[src/core/srrc_regs.vh]
// Constants for the standby RAM retention controller.
// Assumes inclusion by bare name from the design files.
`ifndef SRRC_REGS_VH
`define SRRC_REGS_VH
`define SRRC_SUP_CORE 1'b0
`define SRRC_SUP_STBY 1'b1
`define SRRC_ST_RUN 4'h1
`define SRRC_ST_RESET 4'h2
`define SRRC_ST_STBY 4'h4
`define SRRC_ST_FROZEN 4'h8
`define SRRC_DIP_NS 16
`define SRRC_CLK_NS 8
`define SRRC_DIP_CYC ((`SRRC_DIP_NS + `SRRC_CLK_NS - 1) / `SRRC_CLK_NS)
`endif

[src/core/srrc_top.v]
// Standby RAM retention controller: freeze state, supply switch, strobe isolation.
// Assumes supply comparators and reset inputs arrive synchronous to CLK.
`timescale 1ns/1ps
`include "srrc_regs.vh"
// Function
// - Clearing enable freezes RAM interface immediately
// - Reset switches RAM to standby supply
// - Frozen until enable set after power-on
// - Low core supply forces freeze only while enable is clear
// - Brief dip with enable set ignored
// - Isolation blocks core strobes during transient
// - Detector holds reset below one volt
// - Reset release returns RAM to core
// - Clock counts standby only on 32 kHz
// - Reset disables RAM and freezes interface
module srrc_top #(
  parameter DIP_CYC = `SRRC_DIP_CYC
) (
  // Clock and reset
  input wire CLK,
  input wire RST,
  input wire CE,
  // Reset sources
  input wire RESET_INPUT_PIN_N,
  input wire CORE_ABOVE_1V0,
  // Supply comparator and software control
  input wire CORE_ABOVE_STBY_REF,
  input wire STANDBY_RAM_ENABLE,
  // Clock reference selection
  input wire RTC_USE_LP_OSC,
  input wire MAIN_SUPPLY_ON,
  // Core RAM strobes
  input wire CORE_WE_N,
  input wire CORE_CE_N,
  // RAM side
  output wire RAM_WE_N,
  output wire RAM_CE_N,
  output reg RAM_FROZEN,
  output reg RAM_SUPPLY_SEL,
  output reg INTERNAL_RESET,
  output reg RTC_COUNT_EN,
  output wire [3:0] STATE
);
  localparam S_RUN = `SRRC_ST_RUN;
  localparam S_RESET = `SRRC_ST_RESET;
  localparam S_STBY = `SRRC_ST_STBY;
  localparam S_FROZEN = `SRRC_ST_FROZEN;

  reg [3:0] state_q;
  reg [3:0] state_d;
  reg [7:0] dip_q;
  reg en_q;
  wire rst_req;
  wire low_core;
  wire en_rise;

  assign rst_req = ~RESET_INPUT_PIN_N | ~CORE_ABOVE_1V0;
  assign low_core = (dip_q >= DIP_CYC[7:0]);
  assign en_rise = STANDBY_RAM_ENABLE & ~en_q;
  assign STATE = state_q;

  always @(posedge CLK or posedge RST) begin
    if (RST) begin
      state_q <= S_FROZEN;
      dip_q <= 8'h00;
      en_q <= 1'b0;
    end else if (CE) begin
      state_q <= state_d;
      en_q <= STANDBY_RAM_ENABLE;
      if (CORE_ABOVE_STBY_REF)
        dip_q <= 8'h00;
      else if (dip_q != 8'hFF)
        dip_q <= dip_q + 8'h01;
    end
  end

  always @* begin
    state_d = state_q;
    case (state_q)
      S_RUN: begin
        if (rst_req)
          state_d = S_RESET;
        else if (!STANDBY_RAM_ENABLE)
          state_d = S_FROZEN;
      end
      S_RESET: begin
        if (!CORE_ABOVE_STBY_REF)
          state_d = S_STBY;
        else if (!rst_req)
          state_d = S_FROZEN;
      end
      S_STBY: begin
        if (CORE_ABOVE_STBY_REF && !rst_req)
          state_d = S_FROZEN;
      end
      S_FROZEN: begin
        if (rst_req)
          state_d = S_RESET;
        else if (en_rise && CORE_ABOVE_STBY_REF)
          state_d = S_RUN;
      end
      default: state_d = S_FROZEN;
    endcase
  end

  always @(posedge CLK or posedge RST) begin
    if (RST) begin
      RAM_FROZEN <= 1'b1;
      RAM_SUPPLY_SEL <= `SRRC_SUP_STBY;
      INTERNAL_RESET <= 1'b1;
      RTC_COUNT_EN <= 1'b0;
    end else if (CE) begin
      RAM_FROZEN <= (state_d != S_RUN) | (low_core & ~STANDBY_RAM_ENABLE);
      RAM_SUPPLY_SEL <= (state_d == S_RESET || state_d == S_STBY) ? `SRRC_SUP_STBY : `SRRC_SUP_CORE;
      INTERNAL_RESET <= rst_req;
      RTC_COUNT_EN <= RTC_USE_LP_OSC | MAIN_SUPPLY_ON;
    end
  end

  srrc_iso u_iso (
    .block(RAM_FROZEN | ~STANDBY_RAM_ENABLE),
    .core_we_n(CORE_WE_N),
    .core_ce_n(CORE_CE_N),
    .ram_we_n(RAM_WE_N),
    .ram_ce_n(RAM_CE_N)
  );
endmodule // srrc_top

[src/core/srrc_iso.v]
// Isolation stage between core RAM strobes and the retained RAM.
// Assumes it sits in the switched supply domain; strobes are active low.
`timescale 1ns/1ps
module srrc_iso (
  // Control
  input wire block,
  // Core side strobes
  input wire core_we_n,
  input wire core_ce_n,
  // RAM side strobes
  output wire ram_we_n,
  output wire ram_ce_n
);
  // Blocked strobes are forced inactive so a sagging write level cannot reach the RAM.
  assign ram_we_n = core_we_n | block;
  assign ram_ce_n = core_ce_n | block;
endmodule // srrc_iso

[config.mk]
export PLATFORM = sky130hd
export DESIGN_NAME = srrc_top
export DESIGN_NICKNAME = d
export VERILOG_FILES = /design/src/core/srrc_top.v /design/src/core/srrc_iso.v
export VERILOG_INCLUDE_DIRS = /design/src /design/src/core
export SDC_FILE = /design/constraint.sdc
export NUM_CORES = 1
export LEC_CHECK = 0
export ABC_AREA = 1
export BUFFER_PORTS_ARGS = -buffer_cell sky130_fd_sc_hd__buf_2
export CORE_UTILIZATION = 40
export CTS_CLUSTER_DIAMETER = 30
export DETAILED_ROUTE_END_ITERATION = 8
export PLACE_DENSITY = 0.7
export RECOVER_POWER = 25
export SYNTH_ARGS = -nofsm -noshare
export SYNTH_HDL_FRONTEND = slang
export SYNTH_HIERARCHICAL = 1
export SYNTH_SLANG_ARGS = --single-unit
[constraint.sdc]
create_clock -name CLK -period 1.4 [get_ports CLK]
set_input_delay 0.28 -clock CLK [delete_from_list [all_inputs] [get_ports CLK]]
set_output_delay 0.28 -clock CLK [all_outputs]
set_load 0.005 [all_outputs]
## After elaboration in Yosys (flattened, before gate mapping)

Index checks and enable logic that the tools add are counted.

| cells by class | value |
|---|---|
| magnitude comparators | 1 |
| reductions and logical operators | 6 |
| bitwise gates (word level) | 12 |
| add/sub/neg operators | 1 |
| mux-type cells | 11 |
| equal/unequal tests | 8 |

Operators with widths:

| kind | number |
|---|---|
| $mux W4 | 7 |
| $mux W8 | 2 |
| $pmux W4 S4 | 1 |
| $add A8 B1 Y8 const B | 1 |
| $eq A4 B2 Y1 const B | 2 |
| $eq A4 B3 Y1 const B | 2 |
| $ge A8 B2 Y1 const B | 1 |
| $ne A8 B8 Y1 const B | 1 |
| $or A1 B1 Y1 | 6 |
| $eq A4 B1 Y1 const B | 1 |
| $eq A4 B4 Y1 const B | 1 |
| $ne A4 B1 Y1 const B | 1 |
| $not A1 Y1 | 4 |
| $and A1 B1 Y1 | 2 |
| $logic_and A1 B1 Y1 | 2 |
| $reduce_and A2 Y1 | 1 |
| $reduce_bool A2 Y1 | 1 |
| $logic_not A1 Y1 | 1 |
| $logic_or A1 B1 Y1 | 1 |
| $mux W1 | 1 |

| storage, ports and cells | value |
|---|---|
| logic and storage cells | 46 |
| input bits | 11 |
| register bits | 17 |
| output and inout bits | 10 |

## Longest topological paths before layout

Gate-level depths: netlist (run 1).

| depth | value |
|---|---|
| word-level depth | 9 |
| depth in mapped cells | 8 |
| mapped depth without buffers | 8 |

## Cells and area by module

The synthesis (run 1) kept the hierarchy.

By module, submodules not included:

| module | cells each | seq. area each (µm²) | area an instance (µm²) | instances |
|---|---|---|---|---|
| srrc_top | 75 | 230.2 | 501.7 | 1 |
| srrc_iso | 5 | 0.0 | 18.8 | 1 |

## Worst setup path after synthesis (run 1)

No wires, ideal clock.

| timing path | value |
|---|---|
| path type | flip-flop to flip-flop |
| start | reg state_q[3] (netlist: STATE[3]) |
| end | reg state_q[0] (netlist: STATE[0]) |
| period minus slack after synthesis | 1143 ps |
| setup slack | 257 ps |
| setup time | 135 ps |
| required time | 1265 ps |
| buffers on the path | 0 |
| arrival time | 1008 ps |
| stages on the path, launching flop included | 6 |
| cell sequence | dfstp_2 > nor2_1 > nand2_1 > nor2_1 > o21ai_0 > o21ai_0 |

| between the ends | value |
|---|---|
| longest elaborated chain between the ends | 2 |
| elaborated cells on any way between the ends | 5 |
| classes of those cells | eq/ne: 4; mux: 1 |

RTL lines:

| item | RTL line | RTL |
|---|---|---|
| from (decl) | srrc_top.v:49 | `reg [3:0] state_q;` |
| from (signal assigned) | srrc_top.v:68 | `state_q <= state_d;` |
| $eq A4 B4 Y1 (tied with other cells) | srrc_top.v:79 | `case (state_q)` |
| $pmux W4 S4 (*) | srrc_top.v:79 |  |

Every way passes the cells marked *; elsewhere a longest branch is shown, timed or not.
A chain may end at the register's enable or synchronous reset.

## Final worst setup path (run 1)

| timing path | value |
|---|---|
| start | reg RAM_FROZEN |
| end | out RAM_CE_N |

| between the ends | value |
|---|---|
| longest elaborated chain between the ends | 2 |

RTL lines:

| item | RTL line | RTL |
|---|---|---|
| from (decl) | srrc_top.v:38 | `output reg RAM_FROZEN,` |
| from (signal assigned) | srrc_top.v:113 | `RAM_FROZEN <= (state_d != S_RUN) \| (low_core & ~STANDBY_RAM_ENABLE);` |
| $or A1 B1 Y1 | srrc_top.v:121 | `.block(RAM_FROZEN \| ~STANDBY_RAM_ENABLE),` |
| $or A1 B1 Y1 | srrc_iso.v:16 | `assign ram_ce_n = core_ce_n \| block;` |
| to (decl) | srrc_top.v:37 | `output wire RAM_CE_N,` |

No other way between the ends.

==> results of run 1 <==
## worst min path at each step
stage | from | end | slack [ps] | cells past startpoint
finish | RTC_USE_LP_OSC | RTC_COUNT_EN | 240 | 3
detailed placement | RST | STATE[1] | 270 | 2
CTS | RTC_USE_LP_OSC | RTC_COUNT_EN | 240 | 3
global placement | RST | STATE[1] | 250 | 2
global route | RTC_USE_LP_OSC | RTC_COUNT_EN | 250 | 3
floorplan | RST | RTC_COUNT_EN | 110 | 1
## per-layer routing
layer / track usage (%) / wire length, um / vias to the layer above
li1: - / - / 292
met1: 25.7 / 544 / 242
met2: 30.5 / 566 / 34
met3: 5.23 / 87 / 2
met4: 8.93 / 12 / 0
met5: 0 / 0 / -
## layout make-up
cell class / instances / area [sq um]
clock buffer: 4 / 26.3
fill: 124 / 482
inverter: 13 / 48.8
multi-input combinational: 56 / 235
sequential: 9 / 230
tap: 14 / 17.5
timing repair buffer: 22 / 116
## where the power goes
group	internal (mW)	total (mW)	switching (mW)
Combinational	0.144	0.361	0.217
Sequential	0.342	0.401	0.0592
Clock	0.110	0.204	0.0943
Total	0.596	0.967	0.371
## placed cells by master (no fill, tap or decap)
cell type,count
dfrtp_1,5
o21ai_0,7
nor2_1,12
buf_4,1
o21ai_1,1
clkbuf_4,3
nand2_1,27
buf_2,19
or2_4,1
dlygate4sd3_1,1
inv_1,11
a21oi_1,1
dfstp_2,4
clkinv_1,1
clkbuf_1,2
nand3_1,7
inv_2,1
## tightest hold or removal path, stage by stage
cell	delay [ps]
buf_2	70
o21ai_0	60
nand2_1	50
## sequential cells by signal, indices dropped and copies added (netlist names)
name            flops
RAM_SUPPLY_SEL      1
en_q                1
STATE               4
INTERNAL_RESET      1
RTC_COUNT_EN        1
RAM_FROZEN          1
## kinds of logic (layout without fill, tap and decap cells)
| kind of cell | Yosys count | count (layout) | synth area share (%) |
|---|---|---|---|
| flops | 9 | 9 | 44.2 |
| compound gates | 9 | 9 | 8.65 |
| buf+inv | 15 | 39 | 11.1 |
| simple gates | 47 | 47 | 36.1 |
## metrics by stage
stage	util (%)	instance area, sq um	power [mW]	instances
4_1_cts	58.4	676	0.972	118
2_1_floorplan	-	520	0.626	80
6_report	58.3	674	0.967	118
3_5_place_dp	54.4	629	0.757	112
5_1_grt	58.3	674	1.05	118
3_3_place_gp	54.4	629	0.740	112
## what timing repair did
action                                 in CTS  in global routing
endpoints found under the hold margin       5                  0
hold buffers                                1                  0
setup buffers                               1                  0
setup endpoints to repair                   2                  1
gates resized for setup                     2                  1
==> out/results.ini, run 1 <==
[drt]
vias = 570
first_pass_iters = 4
first_iter_violations = 16
wl_mm = 1.21
detail_route.wl_per_cell_um = 10.3
drc = 0
ant_nets = 0
vias_per_cell = 4.83

[clocking]
htreeDepth = 1
cts_inserted_buffers = 3
cts_root_buffer = clkbuf_4
cts_tree = built
clockBufferDepth = 2
clk_latency_ps = 260
clkSinkCount = 9
clkTransAtPathRegs_ps = 70

[global_routing]
globalRouteTotalUtil_pct = 19.8
antenna_found_initial = 0
grt_first_pass_wirelength_mm = 1.96
grt.overflow.total = 0
grt_pass1_vias = 460
grt_max_degree = 12

[worst_setup_path]
path_class = reg -> out
r2r_slack_ps = 140
slowest_stage = dfstp_2
endpoint = RAM_CE_N
critPathTopFamily = flip-flops
start_kind = flip-flop
path_cells = or2_4 > inv_2 > nand2_1 > buf_2
cp.depth = 4
critPathLaunch = RAM_FROZEN
crit_fanout = 2
r2r_start = STATE[3]
required_ps = 1120
cp_num_buf_inv = 2
max_stage_delay_ps = 370
arrival_ps = 1070
endpoint_kind = primary output
r2r-end = RAM_FROZEN
reg2reg_depth = 7

[timing]
slew_violations = 0
hold_violations = 0
max_freq_ghz = 0.743
finalClockSkew_ps = 5.86
worst_slack_ps = 53.9
period_needed_ps = 1350
relSlewSlack_pct = 75.8
holdWs_ps = 237
setup_tns_ps = 0
rsz0062_at_grt = false
worstMarginPinSlew_ps = 363
final-setup-viol-count = 0
period_share_pct = 96.1

[synth]
synthTopCellsByCount = 27 x nand2_1, 12 x inv_1, 12 x nor2_1, 8 x o21ai_0, 7 x nand3_1
syn_nets = 91
synth_top_area_share_pct = 24.0
ys_async_sr_fraction_pct = 100
synth.area.top_cells = dfrtp_1 24%, dfstp_2 20%, nand2_1 19%
syn_inst = 80
synth_cell_types = 12
synth_edf_count = 0
ys.flop_type = dfrtp_1
yosysSeqAreaShare_pct = 44.2
yosysMostFrequentCell = nand2_1
ys_ff_latch = 9
yosysWarnings = 6
synth_largest_area_cell = dfrtp_1
post_synth.cell_area_avg_sq_um = 6.51
netlist_area_sq_um = 520

[floorplanning]
die_h_um = 38.1
initial_utilization_pct = 45.0
rows = 12
die_area_sq_mm = 0.00145
fp.dieW_um = 38.1
coreArea_sq_mm = 0.00116
boundaryPins = 21

[placement]
place_congestion = 0.904
post-dp-hpwl_um = 946
io_buffers = 20
dpl_worst_slack_ps = 154

[cells_and_area]
area_delta_synth_final_pct = 29.6
final_layout_size_suffix_gt1_share_pct = 27.9
fin_nets = 116
antenna_cells = 0

[power]
leakagePower_nw = 0.383
vdd_drop_max_uv = 578
powerDensity_mw_per_mm2 = 1430

[run]
drv_cap = 0

[worst_hold_path]
hp-class = in -> reg

[run_status]
status = completed

Note: power is estimated with default switching activity, not from simulation.
==> inputs of run 2 (changes only) <==
--- a/config.mk
+++ b/config.mk
@@ -11,9 +11,8 @@
 export CORE_UTILIZATION = 40
 export CTS_CLUSTER_DIAMETER = 30
 export DETAILED_ROUTE_END_ITERATION = 8
-export PLACE_DENSITY = 0.7
+export PLACE_DENSITY = 0.69
 export RECOVER_POWER = 25
 export SYNTH_ARGS = -nofsm -noshare
 export SYNTH_HDL_FRONTEND = slang
-export SYNTH_HIERARCHICAL = 1
 export SYNTH_SLANG_ARGS = --single-unit
==> run 2 against run 1 <==
Sequential power shrank 9.7%. Wire length shrank 1.1%. First-iteration DRC count grew 25%. Via count grew 5.6%. Register-to-register slack lost 20 ps. Total power shrank 15%. Final cell count grew 2.5%. Synthesized area grew 7.5%. Die area grew 7.1%. Core utilization shrank 4.7 points. Critical path type unchanged. Largest cell class unchanged.
==> out/results.ini, run 2 <==
[worst_setup_path]
arrival_ps = 1040
path_class = reg -> out
endpoint_kind = primary output
r2r-end = STATE[0]
start_kind = flip-flop
reg2reg_depth = 7
required_ps = 1120
r2r_slack_ps = 120
crit_fanout = 3
r2r_start = STATE[3]

[clocking]
cts_inserted_buffers = 3
cts_resized = 0
cts_tree = built
clockBufferDepth = 2
cts_root_buffer = clkbuf_4
clk_latency_ps = 260
clkTransAtPathRegs_ps = 60
htreeDepth = 1
clkSinkCount = 9

[drt]
wl_mm = 1.20
first_pass_iters = 4
first_iter_violations = 20
detail_route.wl_per_cell_um = 9.91
vias_per_cell = 4.98
ant_nets = 0
vias = 602
drc = 0

[timing]
worst_slack_ps = 82.6
max_freq_ghz = 0.759
final-setup-viol-count = 0
rsz0062_at_grt = false
period_needed_ps = 1320
setup_tns_ps = 0
finalClockSkew_ps = 1.16
hold_violations = 0
period_share_pct = 94.1
relSlewSlack_pct = 78.1
worstMarginPinSlew_ps = 329
slew_violations = 0
holdWs_ps = 238

[worst_hold_path]
hp-start = RTC_USE_LP_OSC
hp-class = in -> reg
whs_endpoint = RTC_COUNT_EN
hold-path-cell-count = 3

[run_status]
status = completed

[cells_and_area]
fin_nets = 118
final_layout_size_suffix_gt1_share_pct = 25.5
nFillCells = 141
utilization_pct = 53.7
final_common_cell = buf_2
antenna_cells = 0
final_cell_mix = 20 x buf_2, 19 x nand2_1, 14 x inv_1
area_delta_synth_final_pct = 24.8
largest_register_ffs = 4

[synth]
syn_nets = 95
ys_ff_latch = 9
synth_top_family_by_area = simple AND/OR/NAND/NOR gates
synth_cell_types = 16
synth_largest_area_cell = dfrtp_1
synth.area.mux_share_pct = 0
syn_inst = 84
yosysSeqAreaShare_pct = 41.2
synth_fa_ha_area_share_pct = 0
synth_xor_area_share_pct = 0
post_synth.cell_area_avg_sq_um = 6.66
ys_async_sr_fraction_pct = 100
synthTopCellsByCount = 19 x nand2_1, 14 x inv_1, 13 x nor2_1, 12 x nand3_1, 6 x o21ai_0
synth_edf_count = 0
netlist_area_sq_um = 559
synthSimpleGateAreaFrac_pct = 36.9
yosysMostFrequentCell = nand2_1
synth-compound-area-share_pct = 9.62
synth_top_area_share_pct = 22.4
synth.area.top_cells = dfrtp_1 22%, dfstp_2 19%, nand2_1 13%
ys.flop_type = dfrtp_1
yosysWarnings = 0

[placement]
io_buffers = 20
post-dp-hpwl_um = 940
dpl_worst_slack_ps = 124
place_congestion = 0.818

[global_routing]
grt_pass1_vias = 458
grt_max_degree = 15
grt.overflow.total = 0
globalRouteTotalUtil_pct = 19.1
grt_first_pass_wirelength_mm = 1.91
antenna_found_initial = 0

[floorplanning]
rows = 13
coreArea_sq_mm = 0.00130
die_area_sq_mm = 0.00155
fp.dieW_um = 39.4
boundaryPins = 21
initial_utilization_pct = 43.0
die_h_um = 39.4

[power]
vdd_drop_max_uv = 553
powerDensity_mw_per_mm2 = 1180
leakagePower_nw = 0.391

[run]
drv_cap = 0

[run 2: cell count changes after synthesis, sizes merged, moves of 2 or more]
cell    before  now
nand2       27   19
inv         12   14
o21ai        8    6
nand3        7   12
nand3b       0    2
[run 2: area by class of cell]
| type | count | area (sq um) | area share, % |
|---|---|---|---|
| timing repair buffer | 21 | 110 | 15.8 |
| sequential | 9 | 230 | 33.0 |
| inverter | 14 | 52.6 | 7.53 |
| tap | 15 | 18.8 | 2.69 |
| clock buffer | 4 | 26.3 | 3.76 |
| multi-input combinational | 58 | 260 | 37.3 |
[run 2: layer usage]
metal  global-route usage (%)  routed length (um)  up-vias
li1                         -                   -      306
met5                        0                   0        -
met4                     12.9                  12        0
met1                     27.8                 584      275
met3                     1.70                  58        2
met2                     26.3                 543       19
[run 2: worst max-delay path, cell delays in order (launching register included)]
cell and delay, ps:
dfstp_2 520, inv_1 70, nand3b_1 80, buf_2 110
[run 2: kinds of logic (layout without fill, tap and decap cells)]
family,count (synthesis),count (layout)
simple gates,48,48
buf+inv,17,39
flops,9,9
compound gates,10,10
[run 2: how the worst max path moves through the flow]
stage | start | end | slack, ps | depth (start not counted)
floorplan | STATE[3] | STATE[0] | 260 | 7
global placement | STATE[3] | RAM_FROZEN | 120 | 7
detailed placement | STATE[3] | RAM_FROZEN | 120 | 7
CTS | RAM_FROZEN | RAM_CE_N | 80 | 3
global route | STATE[3] | RAM_FROZEN | 2 | 7
finish | RAM_FROZEN | RAM_CE_N | 80 | 3
[run 2: through the flow]
step / instances / power [mW] / cell area, sq um
global placement: 116 / 0.629 / 662
detailed placement: 116 / 0.629 / 662
global route: 121 / 0.893 / 698
floorplan: 84 / 0.540 / 559
CTS: 121 / 0.834 / 698
finish: 121 / 0.825 / 698
[run 2: repair_timing]
item	in CTS	in global routing
setup endpoints to repair	0	0
hold buffers	1	0
endpoints found under the hold margin	5	0
buffers inserted	0	0
[run 2: power by group]
group | total (mW) | leakage (nW) | switching (mW) | internal [mW]
clock network | 0.196 | 0.0150 | 0.0867 | 0.110
logic | 0.266 | 0.272 | 0.159 | 0.107
registers | 0.362 | 0.104 | 0.0382 | 0.324
total | 0.825 | 0.391 | 0.284 | 0.540
